==> src/aim_pkg.sv <==
// Constants, types and register map of the converter link controller
// Summary of operation
// - Link runs at 100 or 400 kbit/s; this controller runs at 100 kbit/s only
// - Data changes only while clock is low
// - Frames open with START, close with STOP
// - Address seven bits, then direction bit
// - Whole bytes, most significant bit first
// - After 25 ms idle, abandon and restart; this controller drops a frame stalled 25 ms with nack set, no restart
// - High byte first, then low byte
// - Pointer write frame, then read frame
// - Configuration write: pointer plus two bytes
// - Controller keeps clock high when idle
package aim_pkg;
	localparam int CLK_HZ = 40_000_000;
	localparam int BIT_RATE_HZ = 100_000;
	localparam int QTR_CYC = CLK_HZ / (4 * BIT_RATE_HZ);
	localparam int QTR_W = 7;
	localparam logic [QTR_W-1:0] QTR_LAST = QTR_W'(QTR_CYC - 1);
	// 25 ms of clock; a line held low that long has reset the device's port
	localparam int IDLE_LIMIT_CYC = CLK_HZ / 40;
	localparam logic [13:0] STALL_LAST = 14'(IDLE_LIMIT_CYC / QTR_CYC - 1);

	// Controller registers on the bus
	localparam logic [7:0] REG_CMD = 8'h00;
	localparam logic [7:0] REG_ADDR = 8'h04;
	localparam logic [7:0] REG_WDATA = 8'h08;
	localparam logic [7:0] REG_RDATA = 8'h0c;
	localparam logic [7:0] REG_STAT = 8'h10;
	localparam int CMD_OP_LSB = 0;
	localparam int CMD_PTR_LSB = 8;
	localparam int STAT_BUSY = 0;
	localparam int STAT_NACK = 1;
	localparam int STAT_DONE = 2;

	// Device side numbers
	localparam logic [6:0] ADDR_STRAP_GND = 7'h48;
	localparam logic [6:0] ADDR_STRAP_VDD = 7'h49;
	localparam logic [6:0] ADDR_STRAP_SCL = 7'h4b;
	localparam logic [6:0] ADDR_RST = ADDR_STRAP_GND;
	localparam logic [6:0] GCALL_ADDR = 7'h00;
	localparam logic [7:0] GCALL_RESET = 8'h06;
	localparam logic [7:0] PTR_RESULT = 8'h00;
	localparam logic [7:0] PTR_CONFIG = 8'h01;
	localparam logic [15:0] RESULT_RST = 16'h0000;
	localparam logic [3:0] ACK_BIT = 4'h8;

	typedef enum logic [1:0] {
		OP_PTR = 2'h0,
		OP_READ = 2'h1,
		OP_WRITE = 2'h2,
		OP_GCALL = 2'h3
	} aim_op_e;

	typedef enum logic [1:0] {
		ST_IDLE = 2'b00,
		ST_START = 2'b01,
		ST_BIT = 2'b11,
		ST_STOP = 2'b10
	} aim_st_e;
endpackage

==> src/aim_i2c_master.sv <==
// Two-wire bus controller that reaches the converter's registers
`timescale 1ns/1ps
module aim_i2c_master
	import aim_pkg::*;
(
	// Clock and reset
	input wire logic pclk,
	input wire logic presetn,
	// Register bus
	input wire logic psel,
	input wire logic penable,
	input wire logic pwrite,
	input wire logic [7:0] paddr,
	input wire logic [31:0] pwdata,
	output logic [31:0] prdata,
	output logic pready,
	output logic pslverr,
	// Serial clock, open drain
	output logic scl_o,
	output logic scl_oe_n,
	input wire logic scl_i,
	// Serial data, open drain
	output logic sda_o,
	output logic sda_oe_n,
	input wire logic sda_i
);
	typedef struct packed {
		aim_st_e st;
		logic [1:0] ph;
		logic [13:0] stall;
		logic [3:0] bitc;
		logic [1:0] bidx;
		logic [7:0] sh;
		logic ack_bad;
		aim_op_e op;
		logic [7:0] ptr;
		logic [6:0] addr;
		logic [15:0] wdata;
		logic [15:0] rdata;
		logic scl_lo;
		logic sda_lo;
		logic nack;
		logic done;
		logic [31:0] prdata;
	} aim_mst_s;

	aim_mst_s s_reg;
	aim_mst_s s_next;
	logic tick;
	logic sda_s;
	logic scl_s;
	logic hit;
	logic rx;
	logic [1:0] last;

	////////////////////////////////////////////////////////////////////////
	// Pins and timing

	aim_sync #(.W(1)) u_sync_sda (
		.clk(pclk),
		.rst_n(presetn),
		.d(sda_i),
		.q(sda_s)
	);

	aim_sync #(.W(1)) u_sync_scl (
		.clk(pclk),
		.rst_n(presetn),
		.d(scl_i),
		.q(scl_s)
	);

	aim_tick_div u_div (
		.clk(pclk),
		.rst_n(presetn),
		.tick(tick)
	);

	// Open drain: only ever pull low, the pull-ups make the high level
	assign scl_o = 1'b0;
	assign sda_o = 1'b0;
	assign scl_oe_n = ~s_reg.scl_lo;
	assign sda_oe_n = ~s_reg.sda_lo;

	////////////////////////////////////////////////////////////////////////
	// Frame helpers

	function automatic logic [1:0] byte_count(aim_op_e op);
		case (op)
			OP_READ: byte_count = 2'd2;
			OP_WRITE: byte_count = 2'd3;
			default: byte_count = 2'd1;
		endcase
	endfunction

	function automatic logic [7:0] tx_byte(aim_op_e op, logic [1:0] idx,
		logic [7:0] ptr, logic [15:0] wd);
		case (idx)
			2'd1: tx_byte = (op == OP_GCALL) ? GCALL_RESET : ptr;
			2'd2: tx_byte = wd[15:8];
			default: tx_byte = wd[7:0];
		endcase
	endfunction

	assign last = byte_count(s_reg.op);
	assign rx = (s_reg.op == OP_READ) && (s_reg.bidx != 2'd0);
	assign hit = (paddr == REG_CMD) || (paddr == REG_ADDR) || (paddr == REG_WDATA)
		|| (paddr == REG_RDATA) || (paddr == REG_STAT);

	assign pready = 1'b1;
	assign pslverr = psel && penable && !hit;
	assign prdata = s_reg.prdata;

	////////////////////////////////////////////////////////////////////////
	// Next state

	always_comb
	begin
		s_next = s_reg;
		// Read data is latched in the setup cycle so it stands through access
		if (psel && !penable)
		begin
			case (paddr)
				REG_CMD: s_next.prdata = {16'h0000, s_reg.ptr, 6'h00, s_reg.op};
				REG_ADDR: s_next.prdata = {25'h0000000, s_reg.addr};
				REG_WDATA: s_next.prdata = {16'h0000, s_reg.wdata};
				REG_RDATA: s_next.prdata = {16'h0000, s_reg.rdata};
				REG_STAT: s_next.prdata = {29'h00000000, s_reg.done, s_reg.nack,
					s_reg.st != ST_IDLE};
				default: s_next.prdata = 32'h00000000;
			endcase
		end
		if (psel && penable && pwrite)
		begin
			if (paddr == REG_ADDR)
				s_next.addr = pwdata[6:0];
			if (paddr == REG_WDATA)
				s_next.wdata = pwdata[15:0];
			// A command while a frame runs is dropped; poll busy first
			if (paddr == REG_CMD && s_reg.st == ST_IDLE)
			begin
				s_next.op = aim_op_e'(pwdata[CMD_OP_LSB +: 2]);
				s_next.ptr = pwdata[CMD_PTR_LSB +: 8];
				s_next.st = ST_START;
				s_next.ph = 2'd0;
				s_next.nack = 1'b0;
				s_next.done = 1'b0;
			end
		end
		if (tick)
		begin
			s_next.ph = s_reg.ph + 2'd1;
			case (s_reg.st)
				ST_START:
				begin
					if (s_reg.ph == 2'd1)
						s_next.sda_lo = 1'b1;
					if (s_reg.ph == 2'd3)
					begin
						s_next.st = ST_BIT;
						s_next.scl_lo = 1'b1;
						s_next.bitc = 4'h0;
						s_next.bidx = 2'd0;
						s_next.sh = {(s_reg.op == OP_GCALL) ? GCALL_ADDR : s_reg.addr,
							s_reg.op == OP_READ};
					end
				end
				ST_BIT:
				begin
					case (s_reg.ph)
						2'd0:
						begin
							// Data moves a quarter after clock falls, never with it
							if (s_reg.bitc != ACK_BIT)
								s_next.sda_lo = rx ? 1'b0 : ~s_reg.sh[7];
							else
								s_next.sda_lo = rx && (s_reg.bidx != last);
						end
						2'd1:
							s_next.scl_lo = 1'b0;
						2'd2:
						begin
							// Hold the phase until the line is really high
							if (!scl_s)
							begin
								s_next.ph = s_reg.ph;
								s_next.stall = s_reg.stall + 14'h0001;
								// The device has dropped the frame by now, so drop it too
								if (s_reg.stall == STALL_LAST)
								begin
									s_next.st = ST_STOP;
									s_next.ph = 2'd0;
									s_next.stall = 14'h0000;
									s_next.scl_lo = 1'b1;
									s_next.nack = 1'b1;
								end
							end
							else if (s_reg.bitc != ACK_BIT)
								s_next.sh = {s_reg.sh[6:0], sda_s};
							else
								s_next.ack_bad = sda_s;
						end
						default:
						begin
							s_next.scl_lo = 1'b1;
							s_next.ph = 2'd0;
							s_next.stall = 14'h0000;
							if (s_reg.bitc != ACK_BIT)
								s_next.bitc = s_reg.bitc + 4'h1;
							else
							begin
								if (rx && s_reg.bidx == 2'd1)
									s_next.rdata[15:8] = s_reg.sh;
								if (rx && s_reg.bidx == 2'd2)
									s_next.rdata[7:0] = s_reg.sh;
								if (!rx && s_reg.ack_bad)
								begin
									s_next.nack = 1'b1;
									s_next.st = ST_STOP;
								end
								else if (s_reg.bidx == last)
									s_next.st = ST_STOP;
								else
								begin
									s_next.bidx = s_reg.bidx + 2'd1;
									s_next.bitc = 4'h0;
									s_next.sh = tx_byte(s_reg.op, s_reg.bidx + 2'd1,
										s_reg.ptr, s_reg.wdata);
								end
							end
						end
					endcase
				end
				ST_STOP:
				begin
					case (s_reg.ph)
						2'd0:
							s_next.sda_lo = 1'b1;
						2'd1:
							s_next.scl_lo = 1'b0;
						2'd2:
							s_next.sda_lo = 1'b0;
						default:
						begin
							s_next.st = ST_IDLE;
							s_next.done = 1'b1;
						end
					endcase
				end
				default:
					s_next.ph = 2'd0;
			endcase
		end
	end

	always_ff @(posedge pclk or negedge presetn)
	begin
		if (!presetn)
		begin
			s_reg <= '0;
			s_reg.addr <= ADDR_RST;
			s_reg.rdata <= RESULT_RST;
		end
		else
			s_reg <= s_next;
	end

	////////////////////////////////////////////////////////////////////////
	// Checks

	localparam int LOW_CYC = 2 * QTR_CYC;
	logic [15:0] lo_cnt;

	always_ff @(posedge pclk or negedge presetn)
	begin
		if (!presetn)
			lo_cnt <= 16'h0000;
		else if (s_reg.scl_lo)
			lo_cnt <= lo_cnt + 16'h0001;
		else
			lo_cnt <= 16'h0000;
	end
endmodule

==> src/aim_sync.sv <==
// Two flip-flop synchroniser for pin inputs
`timescale 1ns/1ps
module aim_sync
	import aim_pkg::*;
#(
	parameter int W = 1
)
(
	// Clock and reset
	input wire logic clk,
	input wire logic rst_n,
	// Asynchronous in, synchronous out
	input wire logic [W-1:0] d,
	output logic [W-1:0] q
);
	typedef struct packed {
		logic [W-1:0] meta;
		logic [W-1:0] held;
	} aim_sync_s;

	aim_sync_s s_reg;
	aim_sync_s s_next;

	always_comb
	begin
		s_next.meta = d;
		s_next.held = s_reg.meta;
	end

	// Idle bus reads high, so the chain resets to ones
	always_ff @(posedge clk or negedge rst_n)
	begin
		if (!rst_n)
			s_reg <= '1;
		else
			s_reg <= s_next;
	end

	assign q = s_reg.held;
endmodule

==> src/aim_tick_div.sv <==
// Quarter-bit enable pulse for the serial link
`timescale 1ns/1ps
module aim_tick_div
	import aim_pkg::*;
(
	// Clock and reset
	input wire logic clk,
	input wire logic rst_n,
	// One-cycle pulse every quarter bit
	output logic tick
);
	typedef struct packed {
		logic [QTR_W-1:0] cnt;
		logic tick;
	} aim_div_s;

	aim_div_s s_reg;
	aim_div_s s_next;

	always_comb
	begin
		s_next = s_reg;
		s_next.tick = (s_reg.cnt == QTR_LAST);
		if (s_reg.cnt == QTR_LAST)
			s_next.cnt = '0;
		else
			s_next.cnt = s_reg.cnt + 7'h01;
	end

	always_ff @(posedge clk or negedge rst_n)
	begin
		if (!rst_n)
			s_reg <= '0;
		else
			s_reg <= s_next;
	end

	assign tick = s_reg.tick;
endmodule

==> config.mk <==
export PLATFORM = sky130hd
export DESIGN_NAME = aim_i2c_master
export DESIGN_NICKNAME = d
export VERILOG_FILES = /design/src/aim_pkg.sv /design/src/aim_i2c_master.sv /design/src/aim_sync.sv /design/src/aim_tick_div.sv
export SDC_FILE = /design/constraint.sdc
export NUM_CORES = 1
export LEC_CHECK = 0
export BUFFER_PORTS_ARGS = -buffer_cell sky130_fd_sc_hd__buf_2
export CORE_ASPECT_RATIO = 2
export CORE_MARGIN = 4
export CORE_UTILIZATION = 47
export DETAILED_ROUTE_END_ITERATION = 10
export PLACE_DENSITY = 0.67
export SLEW_MARGIN = 0
export SYNTH_ARGS = -nofsm -noshare
export SYNTH_HDL_FRONTEND = slang
export SYNTH_SLANG_ARGS = --single-unit
==> constraint.sdc <==
create_clock -name pclk -period 2.7 [get_ports pclk]
set_clock_uncertainty 0.05 [all_clocks]
set_input_delay 0.27 -clock pclk [delete_from_list [all_inputs] [get_ports pclk]]
set_output_delay 0.27 -clock pclk [all_outputs]
set_load 0.01 [all_outputs]
==> results.py, run 1 <==
metrics = {
    "status": {
        "status": "finished clean",
    },
    "worst_setup_path": {
        "endpoint_kind": "flip-flop",
        "slowest_stage": "or4_4",
        "path_max_fanout": 8,
        "critical-path-max-stage-delay_ns": 0.58,
        "worstPathRequired_ns": 3.00,
        "path_class": "flip-flop to flip-flop",
        "crit_chain": "or4b_1 > or4_4 > nor2b_4 > or4b_1 > nand3_1",
        "start_kind": "flip-flop",
        "cp_num_buf_inv": 0,
        "critPathTopFamily": "simple AND/OR/NAND/NOR gates",
        "worst_path_most_repeated_cell": "or4b_1",
        "cp.arrival_ns": 2.69,
    },
    "floorplanning": {
        "core_area_sq_um": 13000,
        "die_x_um": 89.3,
        "dieHeight_um": 171,
        "dieArea_sq_um": 15200,
        "start_util_pct": 47.8,
        "rows": 59,
        "ios": 85,
    },
    "timing": {
        "slew_headroom_pct": 53.0,
        "fin_tns_setup_ns": 0,
        "period_share_pct": 88.5,
        "finalSetupViolCount": 0,
        "final_max_slew_viol_count": 0,
        "max_freq_mhz": 418,
        "rsz0062_at_grt": "no",
        "worst_pin_slew_ns": 0.703,
        "holdWs_ns": 0.0338,
        "finalHoldViolations": 0,
        "fin_crit_ns": 2.39,
        "fin_ws_ns": 0.310,
    },
    "clock_network": {
        "clock_sinks": 114,
        "clk-insertion-delay-late_ns": 0.42,
        "root_buffer": "clkbuf_16",
        "cts_tree": "yes",
        "ctsLongestPathBuffers": 2,
        "htreeDepth": 4,
        "postCtsSetupRepairBufs": 0,
        "tritoncts.num_buffers": 17,
        "path_clk_slew_ns": 0.06,
    },
    "grt": {
        "antenna_found_initial": 0,
        "grt_pass1_vias": 4896,
        "grt_usage_pct": 21.5,
        "gr-total-overflow": 0,
        "grt_max_degree": 52,
        "grt_pass1_wl_um": 24700,
    },
    "logic_synthesis": {
        "syn_avg_cell_area_sq_um": 10.3,
        "ys_seq_elements": 114,
        "synth_ff_type": "dfrtp_1",
        "synth_top_area_cell": "dfrtp_1",
        "netlist_instances": 604,
        "synth_cell_types": 57,
        "postSynth.asyncResetShare_pct": 100,
        "yosys_warnings": 0,
        "synth_area_leaders": "dfrtp_1 (44%), mux2_2 (12%), buf_4 (4.2%)",
        "synth-edff-count": 0,
        "synth_top_area_share_pct": 43.5,
        "seq_area_frac_synth_pct": 46.0,
        "synthesis.area_sq_um": 6210,
    },
    "pwr": {
        "p_leak_nw": 3.36,
        "seqPwrFrac_pct": 40.0,
        "powerDensity_nw_per_um2": 602,
        "p_clk_share_pct": 56.9,
        "p_int_w": 0.00333,
        "switchingPower_w": 0.000988,
        "ir_drop_mv": 0.471,
        "pwr-share-comb_pct": 3.0,
        "fin_total_pwr_w": 0.00432,
        "swShare_pct": 22.9,
    },
    "final_layout": {
        "fillers": 1116,
        "stdcell_area_sq_um": 7180,
        "drive_above_1_share_pct": 26.8,
        "final_common_cell": "dfrtp_1",
        "regArea_sq_um": 2860,
        "multi_input_area_sq_um": 2980,
        "syn2layout_area_growth_pct": 15.6,
        "final_cell_mix": "dfrtp_1 (108), mux2_2 (64), nand2_1 (56)",
        "n_antenna_cell": 0,
        "largest_reg_flops": 86,
        "nets": 715,
    },
    "place": {
        "preCtsSetupSlack_ns": 0.324,
        "io_buffers": 49,
        "dp_hpwl_um": 11300,
        "placed_area_sq_um": 6500,
        "globalplace.congestion": 0.882,
    },
    "routing": {
        "dr.pass1.iters": 5,
        "via_per_inst": 5.92,
        "drtAntennaViolNets": 0,
        "dr.first_iter.drc_count": 312,
        "drc_errors": 0,
        "vias": 4827,
        "wl_um": 15700,
        "routed_wire_length_per_instance_um": 19.3,
    },
    "run": {
        "cap_violations": 0,
    },
    "min_path": {
        "min_path_type": "primary input to flip-flop",
    },
}
-- logic make-up (layout without fill, tap and decap cells) --
family | Yosys count | count (layout) | synth area share (%)
other | 2 | 19 | 0.121
buffers and inverters | 79 | 121 | 7.01
multiplexers | 76 | 76 | 13.5
flip-flops | 114 | 114 | 46.0
AND/OR/NAND/NOR | 187 | 187 | 15.2
adder cells (fa/ha/maj) | 18 | 18 | 3.63
AO/OA/AOI/OAI | 114 | 114 | 12.5
XOR/XNOR | 14 | 14 | 1.97
-- metal layers --
| layer | GRT usage [%] | part of all wire (%) | up-vias |
|---|---|---|---|
| met5 | 0 | 0 | - |
| met4 | 11.9 | 4.8 | 0 |
| met3 | 4.63 | 4.4 | 50 |
| met2 | 40.8 | 58 | 180 |
| met1 | 20.2 | 33 | 2375 |
| li1 | - | - | 2222 |
-- power by group through the flow --
stage	logic, W	clock network [W]	registers, W
finish	0.000131	0.00246	0.00173
global route	0.000148	0.00259	0.00173
CTS	0.000134	0.00250	0.00173
detailed placement	0.000130	0	0.00176
global placement	0.000126	0	0.00176
floorplan	0.0000746	0	0.00175
-- cells in the mapped netlist (13+ instances only) --
master / number
clkbuf_1: 22
nand2_1: 56
nand3_1: 21
buf_4: 35
o31ai_1: 14
ha_1: 18
a21oi_1: 21
nor3_1: 14
a31oi_1: 13
dfrtp_1: 108
mux2_2: 64
nor2_1: 39
o21ai_0: 22
inv_1: 17
-- path summary, 6_finish.rpt --
path	from	to	slack (ns)	cells past startpoint
worst max-delay path	s_reg[106]	s_reg[114]	0.31	5
worst min-delay path	pwdata[7]	s_reg[59]	0.03	2
worst max register to register	s_reg[106]	s_reg[114]	0.31	5
worst min register to register	u_sync_scl.s_next[0]	u_sync_scl.q	0.31	0
max in group asynchronous	presetn	u_sync_scl.s_next[0]	1.51	3
min in group asynchronous	presetn	s_reg[104]	0.35	2
-- final cells by class --
| cell class | count | area share, % |
|---|---|---|
| multi-input combinational | 428 | 41.5 |
| sequential | 114 | 39.8 |
| timing repair buffer | 72 | 6.13 |
| clock buffer | 17 | 5.93 |
| clock inverter | 15 | 3.05 |
| tap | 152 | 2.65 |
| inverter | 17 | 0.889 |
-- timing repair --
item	in CTS	in global routing
gates resized for setup	0	0
hold buffers	3	0
hold endpoints to repair	43	0
-- per-stage QoR --
step,util (%),instances
global placement,50.1,780
CTS,55.3,815
detailed placement,50.1,780
global route,55.3,815
floorplan,-,621
finish,55.3,815
Power figures use the tool's default switching activity.
==> run 2: changes to the inputs <==
--- a/config.mk
+++ b/config.mk
@@ -5,7 +5,7 @@
 export SDC_FILE = /design/constraint.sdc
 export NUM_CORES = 1
 export LEC_CHECK = 0
-export BUFFER_PORTS_ARGS = -buffer_cell sky130_fd_sc_hd__buf_2
+export BUFFER_PORTS_ARGS = -buffer_cell sky130_fd_sc_hd__buf_4
 export CORE_ASPECT_RATIO = 2
 export CORE_MARGIN = 4
 export CORE_UTILIZATION = 47
==> constraint.sdc (replaced) <==
create_clock -name pclk -period 2.7 [get_ports pclk]
set_clock_uncertainty 0.05 [all_clocks]
set_input_delay 0.27 -clock pclk [delete_from_list [all_inputs] [get_ports pclk]]
set_output_delay 0.27 -clock pclk [all_outputs]
set_load 0.1 [all_outputs]
==> results.py, run 2 (same netlist as run 1, synthesis figures left out) <==
metrics = {
    "clock_network": {
        "tritoncts.num_buffers": 17,
        "clock_sinks": 114,
        "ctsLongestPathBuffers": 2,
        "htreeDepth": 4,
        "clk-insertion-delay-late_ns": 0.42,
        "root_buffer": "clkbuf_16",
        "path_clk_slew_ns": 0.06,
        "ctsResizeCount": 0,
        "cts_tree": "yes",
    },
    "floorplanning": {
        "core_area_sq_um": 13000,
        "dieHeight_um": 171,
        "die_x_um": 89.3,
        "rows": 59,
        "start_util_pct": 47.8,
        "dieArea_sq_um": 15200,
        "ios": 85,
    },
    "final_layout": {
        "nets": 711,
        "syn2layout_area_growth_pct": 16.1,
        "largest_reg_flops": 86,
        "final_common_cell": "dfrtp_1",
        "drive_above_1_share_pct": 26.6,
        "fillers": 1149,
        "final_cell_mix": "dfrtp_1 (108), mux2_2 (64), buf_4 (63)",
        "n_antenna_cell": 0,
    },
    "timing": {
        "slew_headroom_pct": 51.0,
        "fin_crit_ns": 2.40,
        "finalHoldViolations": 0,
        "fin_ws_ns": 0.300,
        "finalSetupViolCount": 0,
        "period_share_pct": 88.9,
        "worst_pin_slew_ns": 0.734,
        "fin_tns_setup_ns": 0,
        "rsz0062_at_grt": "no",
        "max_freq_mhz": 417,
        "final_max_slew_viol_count": 0,
    },
    "routing": {
        "drtAntennaViolNets": 0,
        "dr.pass1.iters": 4,
        "dr.first_iter.drc_count": 314,
        "routed_wire_length_per_instance_um": 18.9,
        "wl_um": 15300,
        "vias": 4757,
        "drc_errors": 0,
        "via_per_inst": 5.87,
    },
    "grt": {
        "grt_max_degree": 49,
        "antenna_found_initial": 0,
        "grt_pass1_wl_um": 24800,
        "grt_pass1_vias": 4904,
        "grt_usage_pct": 21.5,
        "gr-total-overflow": 0,
    },
    "worst_setup_path": {
        "endpoint_kind": "flip-flop",
        "cp.arrival_ns": 2.70,
        "start_kind": "flip-flop",
        "critical-path-max-stage-delay_ns": 0.59,
        "crit_chain": "or4b_1 > or4_4 > nor2b_4 > or4b_1 > nand3_1",
        "slowest_stage": "or4_4",
        "worst_path_most_repeated_cell": "or4b_1",
        "worstPathRequired_ns": 3.00,
        "path_max_fanout": 8,
        "path_class": "flip-flop to flip-flop",
    },
    "place": {
        "globalplace.congestion": 0.923,
        "io_buffers": 49,
        "dp_hpwl_um": 11200,
        "preCtsSetupSlack_ns": 0.321,
    },
    "status": {
        "status": "finished clean",
    },
    "run": {
        "cap_violations": 0,
    },
    "pwr": {
        "powerDensity_nw_per_um2": 576,
        "p_leak_nw": 3.33,
        "ir_drop_mv": 0.523,
    },
    "min_path": {
        "min_path_type": "primary input to flip-flop",
    },
}
==> run 2: cell types whose count changed in the layout (fill, tap and decap cells not counted) <==
| cell | delta |
|---|---|
| a21oi_1 | -1 |
| a21oi_2 | +1 |
| buf_12 | +1 |
| buf_2 | -48 |
| buf_4 | +43 |
| bufinv_16 | -3 |
| clkinv_2 | +2 |
| clkinv_4 | -1 |
| clkinvlp_4 | +2 |
| inv_6 | -1 |
| inv_8 | +1 |
==> run 2: cell type report <==
cell class / count / area (sq um) / share of cell area [%]
multi-input cells: 428 / 2980 / 41.4
flip-flops and latches: 114 / 2860 / 39.6
repair buffers: 68 / 543 / 7.53
clock buffers: 17 / 425 / 5.90
well taps: 152 / 190 / 2.64
clock inverters: 15 / 148 / 2.05
inverters: 17 / 63.8 / 0.884
==> run 2: timing repair <==
item,in CTS,in global routing
setup buffers,0,0
hold endpoints to repair,47,0
hold buffers,3,0
==> run 2: worst paths after layout <==
kind	start	end	slack [ns]	depth (start not counted)
setup / recovery	s_reg[107]	s_reg[114]	0.30	5
hold / removal	pwdata[7]	s_reg[59]	0.04	2
setup reg to reg	s_reg[107]	s_reg[114]	0.30	5
hold reg to reg	u_sync_sda.s_next[0]	u_sync_sda.q	0.30	0
max in group asynchronous	presetn	u_sync_scl.s_next[0]	1.47	3
min in group asynchronous	presetn	s_reg[103]	0.37	2
==> run 2: power breakdown <==
part / internal [W] / switching, W / total [W]
Sequential: 0.00172 / 0.0000107 / 0.00173
Clock: 0.00129 / 0.000884 / 0.00217
Combinational: 0.0000517 / 0.000200 / 0.000252
Total: 0.00306 / 0.00110 / 0.00416
==> run 2: worst max-delay path, delay by kind of cell, from the launching register on <==
kind | cells | cell delay [ns]
and+or+nand+nor | 5 | 1.89
DFF | 1 | 0.40
==> run 2: stage by stage <==
stage,instances,power [W],cell area (sq um),hold slack (ns),utilization [%]
floorplan,621,0.00194,6280,-0.0756,-
global placement,776,0.00201,6610,0.277,50.9
finish,811,0.00416,7210,0.0364,55.5
CTS,811,0.00418,7210,0.0263,55.5
global route,811,0.00429,7210,0.0333,55.5
detailed placement,776,0.00201,6610,0.290,50.9
==> run 2: metal layers <==
layer / vias to the layer above / global-route usage (%) / share of wire [%]
li1: 2206 / - / -
met1: 2351 / 21.2 / 33
met2: 156 / 39.3 / 57
met3: 44 / 4.43 / 4.3
met4: 0 / 12.9 / 5.6
met5: - / 0 / 0
